File: config.mk
export PLATFORM = sky130hd
export DESIGN_NAME = seq_control
export DESIGN_NICKNAME = d
export VERILOG_FILES = /design/src/seq_stack.v /design/src/seq_control.v
export VERILOG_INCLUDE_DIRS = /design/src
export SDC_FILE = /design/constraint.sdc
export NUM_CORES = 1
export LEC_CHECK = 0
export BUFFER_PORTS_ARGS = -buffer_cell sky130_fd_sc_hd__buf_2
export CAP_MARGIN = 20
export CORE_UTILIZATION = 55
export DETAILED_ROUTE_END_ITERATION = 10
export GPL_ROUTABILITY_DRIVEN = 0
export PLACE_DENSITY = 0.82
export SLEW_MARGIN = 30
export SYNTH_ARGS = -nofsm -noshare
export SYNTH_HDL_FRONTEND = slang
export SYNTH_SLANG_ARGS = --single-unit
File: constraint.sdc
create_clock -name core_clk -period 4.12 [get_ports core_clk]
set_input_delay 0.824 -clock core_clk [delete_from_list [all_inputs] [get_ports core_clk]]
set_output_delay 0.824 -clock core_clk [all_outputs]
set_load 0.01 [all_outputs]
File: src/seq_map.vh
// Opcodes, field widths, reset values and sizes of the microsequencer
`ifndef SEQ_MAP_VH
`define SEQ_MAP_VH
`define ADDR_W        8
`define BOOT_ADDR     8'h00
`define OP_W          4
`define OP_CONTINUE   4'h0
`define OP_JUMP       4'h1
`define OP_CALL       4'h2
`define OP_RETURN     4'h3
`define OP_LOAD_COUNTER_OP      4'h4
`define OP_LOOP       4'h5
`define OP_DEC        4'h6
`define OP_SAVELOAD   4'h7
`define OP_RESTORE    4'h8
`define OP_PUSHK      4'h9
`define OP_PUSHIN     4'ha
`define WORD_W        32
`define F_OUT_LSB     0
`define F_OUT_W       8
`define F_Q_LSB       8
`define F_D_LSB       16
`define F_OP_LSB      24
`define STACK_DEPTH   4
`define STACK_PTR_W   3
`define MWB_BASE      8'hc8
`define MWB_TOP       8'hcf
`define REL_EDGES     2'h3
`endif

File: src/seq_stack.v
// Return stack of the microsequencer
`timescale 1ns/1ns
`default_nettype none
`include "seq_map.vh"
module seq_stack (
  input  wire                 core_clk,
  input  wire                 resetn,
  input  wire                 push,
  input  wire                 pop,
  input  wire [`ADDR_W-1:0]   push_data,
  output wire [`ADDR_W-1:0]   top
);
  reg [`ADDR_W-1:0]     mem_reg [0:`STACK_DEPTH-1];
  reg [`STACK_PTR_W-1:0] ptr_reg;
  wire [`STACK_PTR_W-1:0] top_idx;
  integer i;

  assign top_idx = ptr_reg - 3'h1;
  // Empty stack reads as the boot address rather than stale data
  assign top = (ptr_reg == 3'h0) ? `BOOT_ADDR : mem_reg[top_idx[1:0]];

  // Overflow drops the oldest entry view by wrapping; software keeps depth in bounds
  always @(posedge core_clk or negedge resetn) begin
    if (!resetn) begin
      ptr_reg <= 3'h0;
      for (i = 0; i < `STACK_DEPTH; i = i + 1) begin
        mem_reg[i] <= 8'h00;
      end
    end else if (push && pop) begin
      mem_reg[top_idx[1:0]] <= push_data;
    end else if (push) begin
      mem_reg[ptr_reg[1:0]] <= push_data;
      if (ptr_reg != 3'h4) begin
        ptr_reg <= ptr_reg + 3'h1;
      end
    end else if (pop && ptr_reg != 3'h0) begin
      ptr_reg <= ptr_reg - 3'h1;
    end
  end
endmodule // seq_stack
`default_nettype wire

File: src/seq_control.v
// Next-state control of the EPROM microsequencer
// Summary of operation
// - Addresses and constant fields are eight bits wide.
// - Continue takes the next sequential word; stack and counter hold.
// - Jump goes to the first label; stack and counter hold.
// - Call pushes the second label and goes to the first label.
// - Return goes to the stack top and pops it in the same step.
// - Load counter writes the constant and goes to the first label.
// - Loop: nonzero decrements and goes first label; zero goes second label.
// - Decrement if nonzero, always going to the first label.
// - Save-and-load pushes counter, loads constant, goes to first label.
// - Restore pops the stack into the counter, goes to first label.
// - Push constant onto the stack, counter held, go first label.
// - Push inputs captures all eight inputs as one stack entry.
// - Destinations in the multi-way block pick one of four words from inputs.
// - Security bit blocks readback; only a full erase or the core reset clears it.
// - Reset is sampled on the clock edge and can raise supervisor entry.
// - Reset starts at boot address; boot outputs stay through the third edge after release.
`timescale 1ns/1ns
`default_nettype none
`include "seq_map.vh"
module seq_control (
  input  wire                 core_clk,
  input  wire                 resetn,
  input  wire                 active_low_reset,
  input  wire [7:0]           general_inputs,
  input  wire [1:0]           branch_select,
  input  wire                 security_bit,
  input  wire                 full_erase,
  input  wire                 readback_req,
  input  wire [`ADDR_W-1:0]   readback_addr,
  input  wire [`WORD_W-1:0]   prom_word,
  output wire [`ADDR_W-1:0]   prom_addr,
  output reg  [`F_OUT_W-1:0]  user_outputs,
  output reg  [`ADDR_W-1:0]   state_addr,
  output reg  [`ADDR_W-1:0]   counter_value,
  output reg                  counter_zero,
  output reg                  supervisor_entry,
  output reg                  secured,
  output reg  [`WORD_W-1:0]   readback_data
);
  reg  [`WORD_W-1:0]  pipe_reg;
  reg  [`ADDR_W-1:0]  cnt_reg;
  reg  [`ADDR_W-1:0]  cnt_next;
  reg  [`ADDR_W-1:0]  addr_next;
  reg                 push;
  reg                 pop;
  reg  [`ADDR_W-1:0]  push_data;
  reg  [1:0]          rel_reg;
  reg  [2:0]          rst_sync_reg;
  reg  [7:0]          in_s1_reg;
  reg  [7:0]          in_s2_reg;
  reg  [7:0]          in_s3_reg;
  reg  [7:0]          in_ok_reg;
  reg  [1:0]          bsel_s1_reg;
  reg  [1:0]          bsel_s2_reg;
  reg  [1:0]          bsel_s3_reg;
  reg  [1:0]          bsel_ok_reg;
  reg                 sec_reg;
  wire [`ADDR_W-1:0]  stack_top;
  wire [`OP_W-1:0]    op;
  wire [`ADDR_W-1:0]  q_field;
  wire [`ADDR_W-1:0]  d_field;
  wire                cnt_nz;
  wire                in_mwb;
  wire                boot_hold;
  genvar g;

  assign op      = pipe_reg[`F_OP_LSB +: `OP_W];
  assign q_field = pipe_reg[`F_Q_LSB +: `ADDR_W];
  assign d_field = pipe_reg[`F_D_LSB +: `ADDR_W];
  assign cnt_nz  = (cnt_reg != 8'h00);
  // Multi-way block occupies groups of four words; low two bits chosen by inputs
  assign in_mwb  = (addr_next >= `MWB_BASE) && (addr_next <= `MWB_TOP);
  assign boot_hold = (rel_reg != 2'h0);
  // Fetch address; readback shares the array port only while unsecured
  assign prom_addr = (readback_req && !sec_reg) ? readback_addr :
                     (boot_hold ? `BOOT_ADDR :
                     (in_mwb ? {addr_next[7:2], bsel_ok_reg} : addr_next));

  seq_stack u_stack (
    .core_clk  (core_clk),
    .resetn    (resetn),
    .push      (push),
    .pop       (pop),
    .push_data (push_data),
    .top       (stack_top)
  );

  // Inputs from outside the clock domain: three stages, accept when stages two and three agree
  generate
    for (g = 0; g < 8; g = g + 1) begin : g_insync
      always @(posedge core_clk or negedge resetn) begin
        if (!resetn) begin
          in_s1_reg[g] <= 1'b0;
          in_s2_reg[g] <= 1'b0;
          in_s3_reg[g] <= 1'b0;
          in_ok_reg[g] <= 1'b0;
        end else begin
          in_s1_reg[g] <= general_inputs[g];
          in_s2_reg[g] <= in_s1_reg[g];
          in_s3_reg[g] <= in_s2_reg[g];
          if (in_s2_reg[g] == in_s3_reg[g]) begin
            in_ok_reg[g] <= in_s3_reg[g];
          end
        end
      end
    end
    for (g = 0; g < 2; g = g + 1) begin : g_bsync
      always @(posedge core_clk or negedge resetn) begin
        if (!resetn) begin
          bsel_s1_reg[g] <= 1'b0;
          bsel_s2_reg[g] <= 1'b0;
          bsel_s3_reg[g] <= 1'b0;
          bsel_ok_reg[g] <= 1'b0;
        end else begin
          bsel_s1_reg[g] <= branch_select[g];
          bsel_s2_reg[g] <= bsel_s1_reg[g];
          bsel_s3_reg[g] <= bsel_s2_reg[g];
          if (bsel_s2_reg[g] == bsel_s3_reg[g]) begin
            bsel_ok_reg[g] <= bsel_s3_reg[g];
          end
        end
      end
    end
  endgenerate

  always @* begin
    addr_next = state_addr + 8'h01;
    cnt_next  = cnt_reg;
    push      = 1'b0;
    pop       = 1'b0;
    push_data = d_field;
    case (op)
      `OP_CONTINUE: begin
        addr_next = state_addr + 8'h01;
      end
      `OP_JUMP: begin
        addr_next = q_field;
      end
      `OP_CALL: begin
        addr_next = q_field;
        push      = 1'b1;
        push_data = d_field;
      end
      `OP_RETURN: begin
        addr_next = stack_top;
        pop       = 1'b1;
      end
      `OP_LOAD_COUNTER_OP: begin
        addr_next = q_field;
        cnt_next  = d_field;
      end
      `OP_LOOP: begin
        if (cnt_nz) begin
          addr_next = q_field;
          cnt_next  = cnt_reg - 8'h01;
        end else begin
          addr_next = d_field;
        end
      end
      `OP_DEC: begin
        addr_next = q_field;
        if (cnt_nz) begin
          cnt_next = cnt_reg - 8'h01;
        end
      end
      `OP_SAVELOAD: begin
        addr_next = q_field;
        push      = 1'b1;
        push_data = cnt_reg;
        cnt_next  = d_field;
      end
      `OP_RESTORE: begin
        addr_next = q_field;
        pop       = 1'b1;
        cnt_next  = stack_top;
      end
      `OP_PUSHK: begin
        addr_next = q_field;
        push      = 1'b1;
        push_data = d_field;
      end
      `OP_PUSHIN: begin
        addr_next = q_field;
        push      = 1'b1;
        push_data = in_ok_reg;
      end
      default: begin
        addr_next = state_addr + 8'h01;
      end
    endcase
    // Boot word is repeated while held, so its effects must not run
    if (boot_hold) begin
      push     = 1'b0;
      pop      = 1'b0;
      cnt_next = cnt_reg;
    end
  end

  // Reset pin sampled like any other input; the core reset stays asynchronous
  always @(posedge core_clk or negedge resetn) begin
    if (!resetn) begin
      rst_sync_reg     <= 3'h7;
      supervisor_entry <= 1'b0;
    end else begin
      rst_sync_reg     <= {rst_sync_reg[1:0], active_low_reset};
      supervisor_entry <= (rst_sync_reg[2:1] == 2'b00);
    end
  end

  always @(posedge core_clk or negedge resetn) begin
    if (!resetn) begin
      rel_reg <= `REL_EDGES;
    end else if (rst_sync_reg[2:1] == 2'b00) begin
      rel_reg <= `REL_EDGES;
    end else if (boot_hold) begin
      rel_reg <= rel_reg - 2'h1;
    end
  end

  always @(posedge core_clk or negedge resetn) begin
    if (!resetn) begin
      pipe_reg      <= {`WORD_W{1'b0}};
      state_addr    <= `BOOT_ADDR;
      cnt_reg       <= 8'h00;
      user_outputs  <= 8'h00;
      counter_value <= 8'h00;
      counter_zero  <= 1'b1;
      readback_data <= 32'h00000000;
    end else begin
      pipe_reg      <= prom_word;
      state_addr    <= prom_addr[7:0];
      cnt_reg       <= cnt_next;
      user_outputs  <= prom_word[`F_OUT_LSB +: `F_OUT_W];
      counter_value <= cnt_next;
      counter_zero  <= (cnt_next == 8'h00);
      // Secured part returns zeros instead of array contents
      readback_data <= (readback_req && !sec_reg) ? prom_word : 32'h00000000;
    end
  end

  // Security latch: only erase or the core reset clears it, programming sets it
  always @(posedge core_clk or negedge resetn) begin
    if (!resetn) begin
      sec_reg <= 1'b0;
      secured <= 1'b0;
    end else begin
      // Status copy moves on the same edge as the latch, so it never lags an erase
      if (full_erase) begin
        sec_reg <= 1'b0;
        secured <= 1'b0;
      end else if (security_bit) begin
        sec_reg <= 1'b1;
        secured <= 1'b1;
      end
    end
  end
endmodule // seq_control
`default_nettype wire

# Yosys cells after proc, flatten, opt, wreduce, memory -nomap -nowiden
# Cells that the tools add are included.
# op_classes
magnitude_cmp	6
eq_ne	22
n_bitwise	3
muxes	33
n_reduce_logical	23
add_sub_neg	5
# op_table
cell	n
two-way mux 32 bit	3
two-way mux 8 bit	10
bitwise mux 32 bit	2
case mux 8 bit (3 select lines)	2
demux 8 bit (select 2 bit)	2
binary-select mux 8 bit (select 2 bit)	1
equality test 4 x 3 -> 1 bit, second input constant	4
case mux 8 bit (2 select lines)	1
equality test 4 bit, second input constant	3
equality test 1 bit	10
nonzero test 2 bit	5
two-way mux 3 bit	3
adder 8 x 1 -> 8 bit, second input constant	1
equality test 4 x 2 -> 1 bit, second input constant	2
>= comparator 8 bit, second input constant	1
<= comparator 8 bit, second input constant	1
zero test 8 bit	1
nonzero test 8 bit	1
OR reduction 8 bit	1
subtractor 8 x 1 -> 8 bit, second input constant	1
>= comparator 3 bit, second input constant	2
logical AND 1 bit	6
less-than comparator 3 x 1 -> 1 bit, second input constant	2
two-way mux 1 bit	6
other kinds (16)	21
# totals
word_cells	147
output_inout_bits	67
regBits	167
inputBits	56

# Longest topological paths before layout
# Gate-level depths: netlist of run 1.
# logic_depth
depth_word	12
ltp_mapped	11

# By module
# A second synthesis of run 1 with hierarchy kept.
# unflattened
cells_unflattened	559
hier_area_um2	7035.5
# modules_own_cells
module	seq_area_each_um2	cells_per_inst	instances	area_each_um2
seq_control	3110.5	440	1	5077.4
seq_stack	875.8	119	1	1958.1

# Worst setup path before layout of run 1
# OpenSTA, ideal clock, no wires.
# synth_path
path_kind	register to output
start	register u_stack.ptr_reg[0]
end	output port prom_addr[0]
slack_ps	360
arrival_ps	2936
stages_incl_launch_ff	11
path_cell_list	dfrtp_1 buf_4 inv_1 ha_1 clkbuf_1 mux4_2 a222oi_1 o211ai_1 or4b_1 o31ai_1 o21ai_1
# synth_between
elab_chain_len	12
word_cells_on_any_way	14
classes_between	add/sub (1); order compare (2); mux (8); bitwise (1); reduce/logical (2)
# synth_lines
element	line	text
from (decl)	seq_stack.v:14	reg [`STACK_PTR_W-1:0] ptr_reg;
from (signal assigned)	seq_stack.v:34	ptr_reg <= ptr_reg + 3'h1;
from (signal assigned)	seq_stack.v:37	ptr_reg <= ptr_reg - 3'h1;
subtractor 3 x 1 -> 3 bit (*)	n/a	
net u_stack.top_idx[0]	seq_stack.v:15	wire [`STACK_PTR_W-1:0] top_idx;
NOT 2 -> 3 bit (implied by the code) (*)	seq_stack.v:20	assign top = (ptr_reg == 3'h0) ? `BOOT_ADDR : mem_reg[top_idx[1:0]];
binary-select mux 8 bit (select 2 bit) (*)	seq_stack.v:20	
two-way mux 8 bit (implied by the code) (*) (2 in a row)	seq_stack.v:20	
two-way mux 8 bit (*)	seq_stack.v:20	
case mux 8 bit (3 select lines) (*)	seq_control.v:134	case (op)
>= comparator 8 bit (no line) or <= comparator 8 bit (tied branches)	n/a	
logical AND 1 bit	seq_control.v:74	assign in_mwb = (addr_next >= `MWB_BASE) && (addr_next <= `MWB_TOP);
two-way mux 2 bit (*)	seq_control.v:79	(in_mwb ? {addr_next[7:2], bsel_ok_reg} : addr_next));
two-way mux 8 bit (*)	seq_control.v:78	(boot_hold ? `BOOT_ADDR :
two-way mux 8 bit (*)	seq_control.v:77	assign prom_addr = (readback_req && !sec_reg) ? readback_addr :
to (decl)	seq_control.v:33	output wire [`ADDR_W-1:0] prom_addr,
# Mark *: on every way through the listed nets, which the timed path passes. The rest lies on a longest branch. The select of a mux whose other input is x is not followed.

# Final worst setup path of run 1
# layout_path
start	register u_stack.ptr_reg[0]
end	output port prom_addr[1]
# The elaborated chain is that of the path after synthesis.

==> results of run 1 <==
==> layer usage <==
metal	vias to the layer above	global-route usage [%]	part of all wire, %
met4	0	13.0	4.5
li1	2054	-	-
met3	72	9.09	9.1
met5	-	0	0
met2	246	39.1	47
met1	2254	33.8	40
==> how the worst max path moves through the flow <==
stage | endpoint | from
2_1_floorplan | prom_addr[0] | u_stack.ptr_reg[0]
3_3_place_gp | prom_addr[0] | u_stack.ptr_reg[1]
3_5_place_dp | prom_addr[0] | u_stack.ptr_reg[1]
4_1_cts | prom_addr[1] | u_stack.ptr_reg[1]
5_1_grt | prom_addr[1] | u_stack.ptr_reg[0]
6_report | prom_addr[1] | u_stack.ptr_reg[0]
==> power groups by stage <==
| stage | logic [mW] | clock network (mW) | registers [mW] |
|---|---|---|---|
| global route | 1.43 | 1.64 | 2.06 |
| CTS | 1.25 | 1.58 | 2.02 |
| floorplan | 0.832 | 0 | 2.01 |
| finish | 1.31 | 1.55 | 2.04 |
| global placement | 1.16 | 0 | 2.02 |
| detailed placement | 1.20 | 0 | 2.04 |
==> repair_timing <==
item / in CTS / in global routing
setup buffers: 0 / 3
setup endpoints to repair: 2 / 2
hold buffers: 0 / 0
pin swaps: 0 / 5
gates resized for setup: 3 / 12
==> critical path, cell delays in order, from the launching register on <==
cell      delay [ns]
dfrtp_1         0.40
inv_2           0.09
ha_4            0.29
mux4_2          0.33
a222oi_1        0.44
o211ai_1        0.17
buf_4           0.17
nor4b_2         0.36
a21oi_1         0.13
o21ai_1         0.20
buf_2           0.17
==> layout make-up <==
type / count / area, um2 / share of cell area (%)
Tap cell: 140 / 175 / 2.28
Clock buffer: 22 / 444 / 5.78
Multi-Input combinational cell: 317 / 2210 / 28.7
Clock inverter: 10 / 140 / 1.82
Sequential cell: 159 / 3990 / 51.9
Inverter: 9 / 33.8 / 0.440
Timing Repair Buffer: 129 / 697 / 9.07
==> logic make-up (layout without fill, tap and decap cells) <==
kind of cell	Yosys count	after routing	share of synthesized area, %
DFF	159	159	63.0
and+or+nand+nor	143	143	12.0
AOI/OAI and AO/OA	133	133	13.5
buffers and inverters	36	170	3.09
adders and majority gates	21	21	3.76
muxes	11	11	3.34
xor gates and xnor gates	9	9	1.25
==> cells in the final DEF, fill, tap and decap left out, drive strengths merged, types with 4 or more instances in the layout <==
cell	instances
dfrtp	153
buf	128
o21ai	63
nand2	53
and2	32
clkbuf	23
a21oi	18
nor2	17
a22o	15
ha	11
maj3	10
inv	10
mux4	8
nand3	7
a22oi	7
a221oi	7
dfstp	6
clkinv	6
nand2b	5
xor2	5
nor3	5
nor2b	5
a21o	4
xnor2	4
nor4	4
==> out/metrics.cfg, run 1 <==
[outcome]
status = completed

[run]
maxCapViolCount = 0

[clocking]
clk_latency_ns = 0.42
clkTransAtPathRegs_ns = 0.06
cts_buffer_depth = 2
cts_made_buffers = 17
cts_sinks = 159
cts_tree = done
ctsRootBufferMaster = clkbuf_16
htreeDepth = 4

[sta]
maxSlewHeadroom_pct = 46.0
worst_slack_ns = 0.134
max_freq_mhz = 251
setup_viol = 0
drv_slew = 0
period_share_pct = 96.7
fin_skew_ns = 0.00701
holdWs_ns = 0.346
finalCriticalPeriod_ns = 3.99
worstMarginPinSlew_ns = 0.807
final.setup.tns_ns = 0
hold_viol_final = 0

[logic_synthesis]
synth-edff-count = 0
synth_nets = 579
syn_inst = 512
synth_common_cells = dfrtp_1 (153), o21ai_0 (55), nand2_1 (53)
ys_ff_latch = 159
syn-cell-area_mm2 = 0.00632
async_flop_share_pct = 100
synth_top_flop_cell = dfrtp_1
seq_area_frac_synth_pct = 63.0
avgSynthCellArea_um2 = 12.4
synth.most_common_cell = dfrtp_1
synth_area_leader_cell = dfrtp_1
synthTopCellsByArea = dfrtp_1 (61%), o21ai_0 (4.4%), and2_1 (3.2%)
yosysUniqueCellTypes = 53
ys_warn_count = 0
synth_top_area_share_pct = 60.5

[critical_path]
crit_fanout = 4
r2r-start = cnt_reg[0]
r2r_end = counter_zero
worstPathArrival_ns = 3.16
r2r_slack_ns = 0.96
end_kind = output port
start_kind = flip-flop
crit_type = flip-flop to output port
worstPathRequired_ns = 3.30
worst_r2r_path_depth = 9

[grt]
grt-ovfl-total = 0
grt_pass1_wl_mm = 22.8
grt_pass1_vias = 4521
grt_max_degree = 101
grt_usage_pct = 26.1
antenna_found_initial = 0

[placement]
io_buffer_count = 122
dpl_worst_slack_ns = 0.330
place_area_mm2 = 0.00700
post-place-cells = 751
dp_hpwl_mm = 10.0

[power]
power_density_mw_per_mm2 = 637
p_sw_mw = 1.55
total_power_mw = 4.89
power.share.clock_pct = 31.7
leakage_nw = 3.67
peakVddDrop_mv = 0.396
seq_power_share_pct = 41.6
pwr-share-comb_pct = 26.7
swShare_pct = 31.7
p_int_mw = 3.35

[finish]
drive_gt1_share_pct = 30.7
diodes = 0
num-fill-cells = 753
final_area_mm2 = 0.00768
synthToLayoutAreaGrowth_pct = 21.5
stdcell_count = 786
nets = 700
final_core_util_pct = 69.6

[routing]
num_vias = 4626
routedWlPerCell_um = 18.8
drtPass1Iterations = 7
drtIter0Drc = 524
drtAntennaViolNets = 0
wl_mm = 14.7
drc = 0
via_per_inst = 5.89

[min_path]
worstHoldStart = in_s1_reg[0]
whs_path_depth = 0
holdCritPathClass = flip-flop to flip-flop
holdPathEnd = in_s2_reg[0]

[die]
die_h_um = 109
die_w_um = 109
core_mm2 = 0.0110
design.portCount = 123
start_util_pct = 57.3
rows = 38
dieArea_mm2 = 0.0119

No activity file was read; power rests on OpenSTA's default activity.
==> inputs of run 2 (changes only) <==
- CORE_UTILIZATION: 55 -> 57
- CTS_BUF_LIST: unset -> sky130_fd_sc_hd__clkbuf_2 sky130_fd_sc_hd__clkbuf_4 sky130_fd_sc_hd__clkbuf_8
- PLACE_DENSITY: 0.82 -> 0.84
==> out/metrics.cfg, run 2 (same netlist as run 1, synthesis figures left out) <==
[outcome]
status = completed

[sta]
holdWs_ns = 0.350
hold_viol_final = 0
finalCriticalPeriod_ns = 4.08
maxSlewHeadroom_pct = 42.3
worst_slack_ns = 0.0393
max_freq_mhz = 245
drv_slew = 0
period_share_pct = 99.0
worstMarginPinSlew_ns = 0.863
setup_viol = 0
fin_skew_ns = 0.0102

[critical_path]
path_cells = inv_2 -> ha_2 -> ha_2 -> nor4_4 -> a222oi_1 -> o211ai_1 -> or4b_4 -> o31ai_1 -> o21ai_1 -> buf_2
worst_r2r_path_depth = 9
r2r_end = counter_zero
worstPathRequired_ns = 3.30
r2r-start = cnt_reg[1]
crit_buf_inv = 2
start_kind = flip-flop
r2r_slack_ns = 1.08
end_kind = output port
critPathTopFamily = compound AO/OA/AOI/OAI gates
crit_path_max_incr_delay_ns = 0.53
worstPathArrival_ns = 3.26
crit_fanout = 5
crit_type = flip-flop to output port
slowest_stage = or4b_4
crit_top_cell = ha_2

[power]
p_int_mw = 3.02
leakage_nw = 3.64
p_sw_mw = 1.52
pwr-share-comb_pct = 29.8
peakVddDrop_mv = 0.478
power_density_mw_per_mm2 = 599
seq_power_share_pct = 44.8
power.share.clock_pct = 25.4
swShare_pct = 33.5

[die]
die_h_um = 107
start_util_pct = 58.3
core_mm2 = 0.0108
design.portCount = 123
dieArea_mm2 = 0.0115
rows = 38
die_w_um = 107

[clocking]
cts_sinks = 159
cts_buffer_depth = 2
cts_made_buffers = 17
ctsRootBufferMaster = clkbuf_8
cts_tree = done
clk_latency_ns = 0.45
htreeDepth = 4
ctsHoldBuffers = 0
clkTransAtPathRegs_ns = 0.08

[finish]
regArea_mm2 = 0.00399
layout_common_cells = dfrtp_1 (153), buf_2 (121), o21ai_0 (55)
drive_gt1_share_pct = 32.7
final_common_cell = dfrtp_1
num-fill-cells = 722
nets = 708
diodes = 0
synthToLayoutAreaGrowth_pct = 19.9
multi_input_comb_area_mm2 = 0.00223

[min_path]
holdPathEnd = in_s2_reg[1]
worstHoldStart = in_s1_reg[1]
whs_path_depth = 0
holdCritPathClass = flip-flop to flip-flop

[routing]
wl_mm = 15.1
num_vias = 4735
routedWlPerCell_um = 19.0
drtPass1Iterations = 5
via_per_inst = 5.96
drc = 0
drtIter0Drc = 421
drtAntennaViolNets = 0

[grt]
grt_pass1_wl_mm = 23.5
grt_usage_pct = 27.7
grt_max_degree = 100
antenna_found_initial = 0
grt_pass1_vias = 4596
grt-ovfl-total = 0

[run]
maxCapViolCount = 0

[placement]
dp_hpwl_mm = 10.5
dpl_worst_slack_ns = 0.286
io_buffer_count = 122

## run 2: cell count changes in the layout (fill, tap and decap cells not counted), sizes merged
cell,change
buf,+8
bufinv,-1
clkinv,-2
clkinvlp,+2
clkbuf,+1
## run 2: timing repair
| item | in CTS | in global routing |
|---|---|---|
| gates resized for setup | 3 | 14 |
| buffers inserted | 2 | 8 |
| setup endpoints to repair | 2 | 2 |
| pin swaps | 3 | 4 |
| cloned | 0 | 0 |
## run 2: layer usage
layer | GRT usage, % | wire, um | vias up | share of wire [%]
li1 | - | - | 2062 | -
met1 | 35.8 | 5820 | 2331 | 39
met2 | 42.9 | 7270 | 281 | 48
met3 | 7.93 | 1350 | 61 | 8.9
met4 | 14.4 | 652 | 0 | 4.3
met5 | 0 | 0 | - | 0
## run 2: worst max-delay path by stage
stage / end / startpoint / cells after the start / slack (ns)
2_1_floorplan: prom_addr[0] / u_stack.ptr_reg[0] / 10 / 0.36
3_3_place_gp: prom_addr[0] / u_stack.ptr_reg[1] / 9 / 0.42
3_5_place_dp: prom_addr[0] / u_stack.ptr_reg[1] / 9 / 0.29
4_1_cts: prom_addr[0] / u_stack.ptr_reg[1] / 10 / 0.03
5_1_grt: prom_addr[1] / u_stack.ptr_reg[0] / 9 / -0.20
6_report: prom_addr[1] / u_stack.ptr_reg[0] / 10 / 0.04
## run 2: per-stage QoR
step / util [%] / area, um2 / std cells / TNS (ns) / power [mW]
after detailed placement: 64.6 / 7010 / 752 / 0 / 3.26
after global placement: 64.6 / 7010 / 752 / 0 / 3.18
final: 70.0 / 7580 / 794 / 0 / 4.54
after CTS: 68.8 / 7450 / 786 / 0 / 4.45
after floorplan: - / 6320 / 512 / 0 / 2.84
after global routing: 70.0 / 7580 / 794 / -0.378 / 4.77
## run 2: cell type report
| class | instances | area share, % |
|---|---|---|
| sequential | 159 | 52.6 |
| multi-input combinational | 317 | 29.3 |
| tap | 140 | 2.31 |
| timing repair buffer | 137 | 9.91 |
| inverter | 9 | 0.445 |
| clock inverter | 9 | 1.42 |
| clock buffer | 23 | 4.01 |
## run 2: power groups by stage
| stage | Combinational [mW] | Clock, mW | Sequential, mW |
|---|---|---|---|
| floorplan | 0.832 | 0 | 2.01 |
| global placement | 1.16 | 0 | 2.02 |
| detailed placement | 1.22 | 0 | 2.04 |
| CTS | 1.25 | 1.18 | 2.02 |
| global route | 1.47 | 1.23 | 2.06 |
| finish | 1.35 | 1.15 | 2.04 |
==> inputs of run 3 (changes only) <==
- REMOVE_ABC_BUFFERS: unset -> 1
==> out/metrics.cfg, run 3 (same netlist as run 1, synthesis figures left out) <==
[clocking]
clkTransAtPathRegs_ns = 0.08
cts_buffer_depth = 2
cts_sinks = 159
ctsHoldBuffers = 0
ctsRootBufferMaster = clkbuf_8
clk_latency_ns = 0.46
htreeDepth = 4
cts_made_buffers = 17
cts_tree = done

[finish]
nets = 703
synthToLayoutAreaGrowth_pct = 18.8
final_area_mm2 = 0.00751
final_core_util_pct = 69.3
num-fill-cells = 749
final_common_cell = dfrtp_1
multi_input_comb_area_mm2 = 0.00221
regArea_mm2 = 0.00399
drive_gt1_share_pct = 31.7
diodes = 0
layout_common_cells = dfrtp_1 (153), buf_2 (121), o21ai_0 (55)

[grt]
grt_max_degree = 92
grt_pass1_wl_mm = 22.9
grt-ovfl-total = 0
antenna_found_initial = 0
grt_pass1_vias = 4493
grt_usage_pct = 27.0

[routing]
wl_mm = 14.7
routedWlPerCell_um = 18.6
drc = 0
num_vias = 4670
drtIter0Drc = 459
drtPass1Iterations = 5
via_per_inst = 5.92
drtAntennaViolNets = 0

[placement]
place_area_mm2 = 0.00701
io_buffer_count = 122
dpl_worst_slack_ns = 0.346
dp_hpwl_mm = 10.2

[critical_path]
crit_fanout = 4
worstPathArrival_ns = 3.19
crit_type = flip-flop to output port
worst_r2r_path_depth = 9
worstPathRequired_ns = 3.30
end_kind = output port
start_kind = flip-flop

[power]
swShare_pct = 34.5
power.share.clock_pct = 25.5
p_sw_mw = 1.56
seq_power_share_pct = 45.3
p_int_mw = 2.95
peakVddDrop_mv = 0.504
pwr-share-comb_pct = 29.3
leakage_nw = 3.60
power_density_mw_per_mm2 = 600

[sta]
finalCriticalPeriod_ns = 4.01
hold_viol_final = 0
drv_slew = 0
final.setup.tns_ns = 0
worst_slack_ns = 0.107
setup_viol = 0
period_share_pct = 97.4
maxSlewHeadroom_pct = 46.0
fin_skew_ns = 0.0126
max_freq_mhz = 249
worstMarginPinSlew_ns = 0.809

[min_path]
holdCritPathClass = flip-flop to flip-flop
whs_path_depth = 0

[run]
maxCapViolCount = 0

[outcome]
status = completed

[die]
die_h_um = 107
start_util_pct = 58.3
core_mm2 = 0.0108
rows = 38
dieArea_mm2 = 0.0115
die_w_um = 107
design.portCount = 123

-- run 3: cell type report --
cell class | instances | area share (%)
clock buffers | 18 | 3.21
clock inverters | 14 | 2.11
inverters | 9 | 0.450
multi-input cells | 317 | 29.4
flip-flops and latches | 159 | 53.1
well taps | 140 | 2.33
repair buffers | 132 | 9.48
-- run 3: worst paths after layout --
path                                end  slack (ns)                from
setup / recovery           prom_addr[0]        0.11  u_stack.ptr_reg[0]
hold / removal             in_s2_reg[3]        0.35        in_s1_reg[3]
setup reg to reg           counter_zero        1.01          cnt_reg[0]
hold reg to reg            in_s2_reg[3]        0.35        in_s1_reg[3]
max in group asynchronous    cnt_reg[2]        2.86              resetn
min in group asynchronous   pipe_reg[0]        0.44              resetn
-- run 3: through the flow --
stage	power, mW	hold WS, ns	cells
after global routing	4.75	0.362	789
after CTS	4.44	0.353	785
after global placement	3.18	0.333	753
after floorplan	2.81	0.331	485
final	4.51	0.351	789
after detailed placement	3.27	0.335	753
-- run 3: what timing repair did --
item | CTS | global route
pin swaps | 0 | 4
gates resized for setup | 3 | 10
setup buffers | 0 | 4
endpoints found under the setup margin | 2 | 2
-- run 3: critical path, stage by stage, from the launching register on --
cell	delay [ns]
dfrtp_1	0.41
inv_2	0.09
ha_4	0.28
mux4_2	0.34
a222oi_1	0.43
o211ai_1	0.19
or4b_4	0.52
o31ai_1	0.21
o21ai_1	0.11
buf_2	0.15
-- run 3: power groups by stage --
stage                     Clock, mW  Sequential, mW  Combinational (mW)
final                          1.15            2.04                1.32
after global routing           1.23            2.07                1.45
after CTS                      1.17            2.02                1.25
after detailed placement          0            2.05                1.22
after global placement            0            2.02                1.16
after floorplan                   0            2.04               0.765
-- run 3: per-layer routing --
metal	track usage [%]	part of all wire (%)	vias up
met5	0	0	-
li1	-	-	2059
met2	42.4	49	280
met1	34.0	39	2269
met4	15.7	4.8	0
met3	7.38	7.8	62
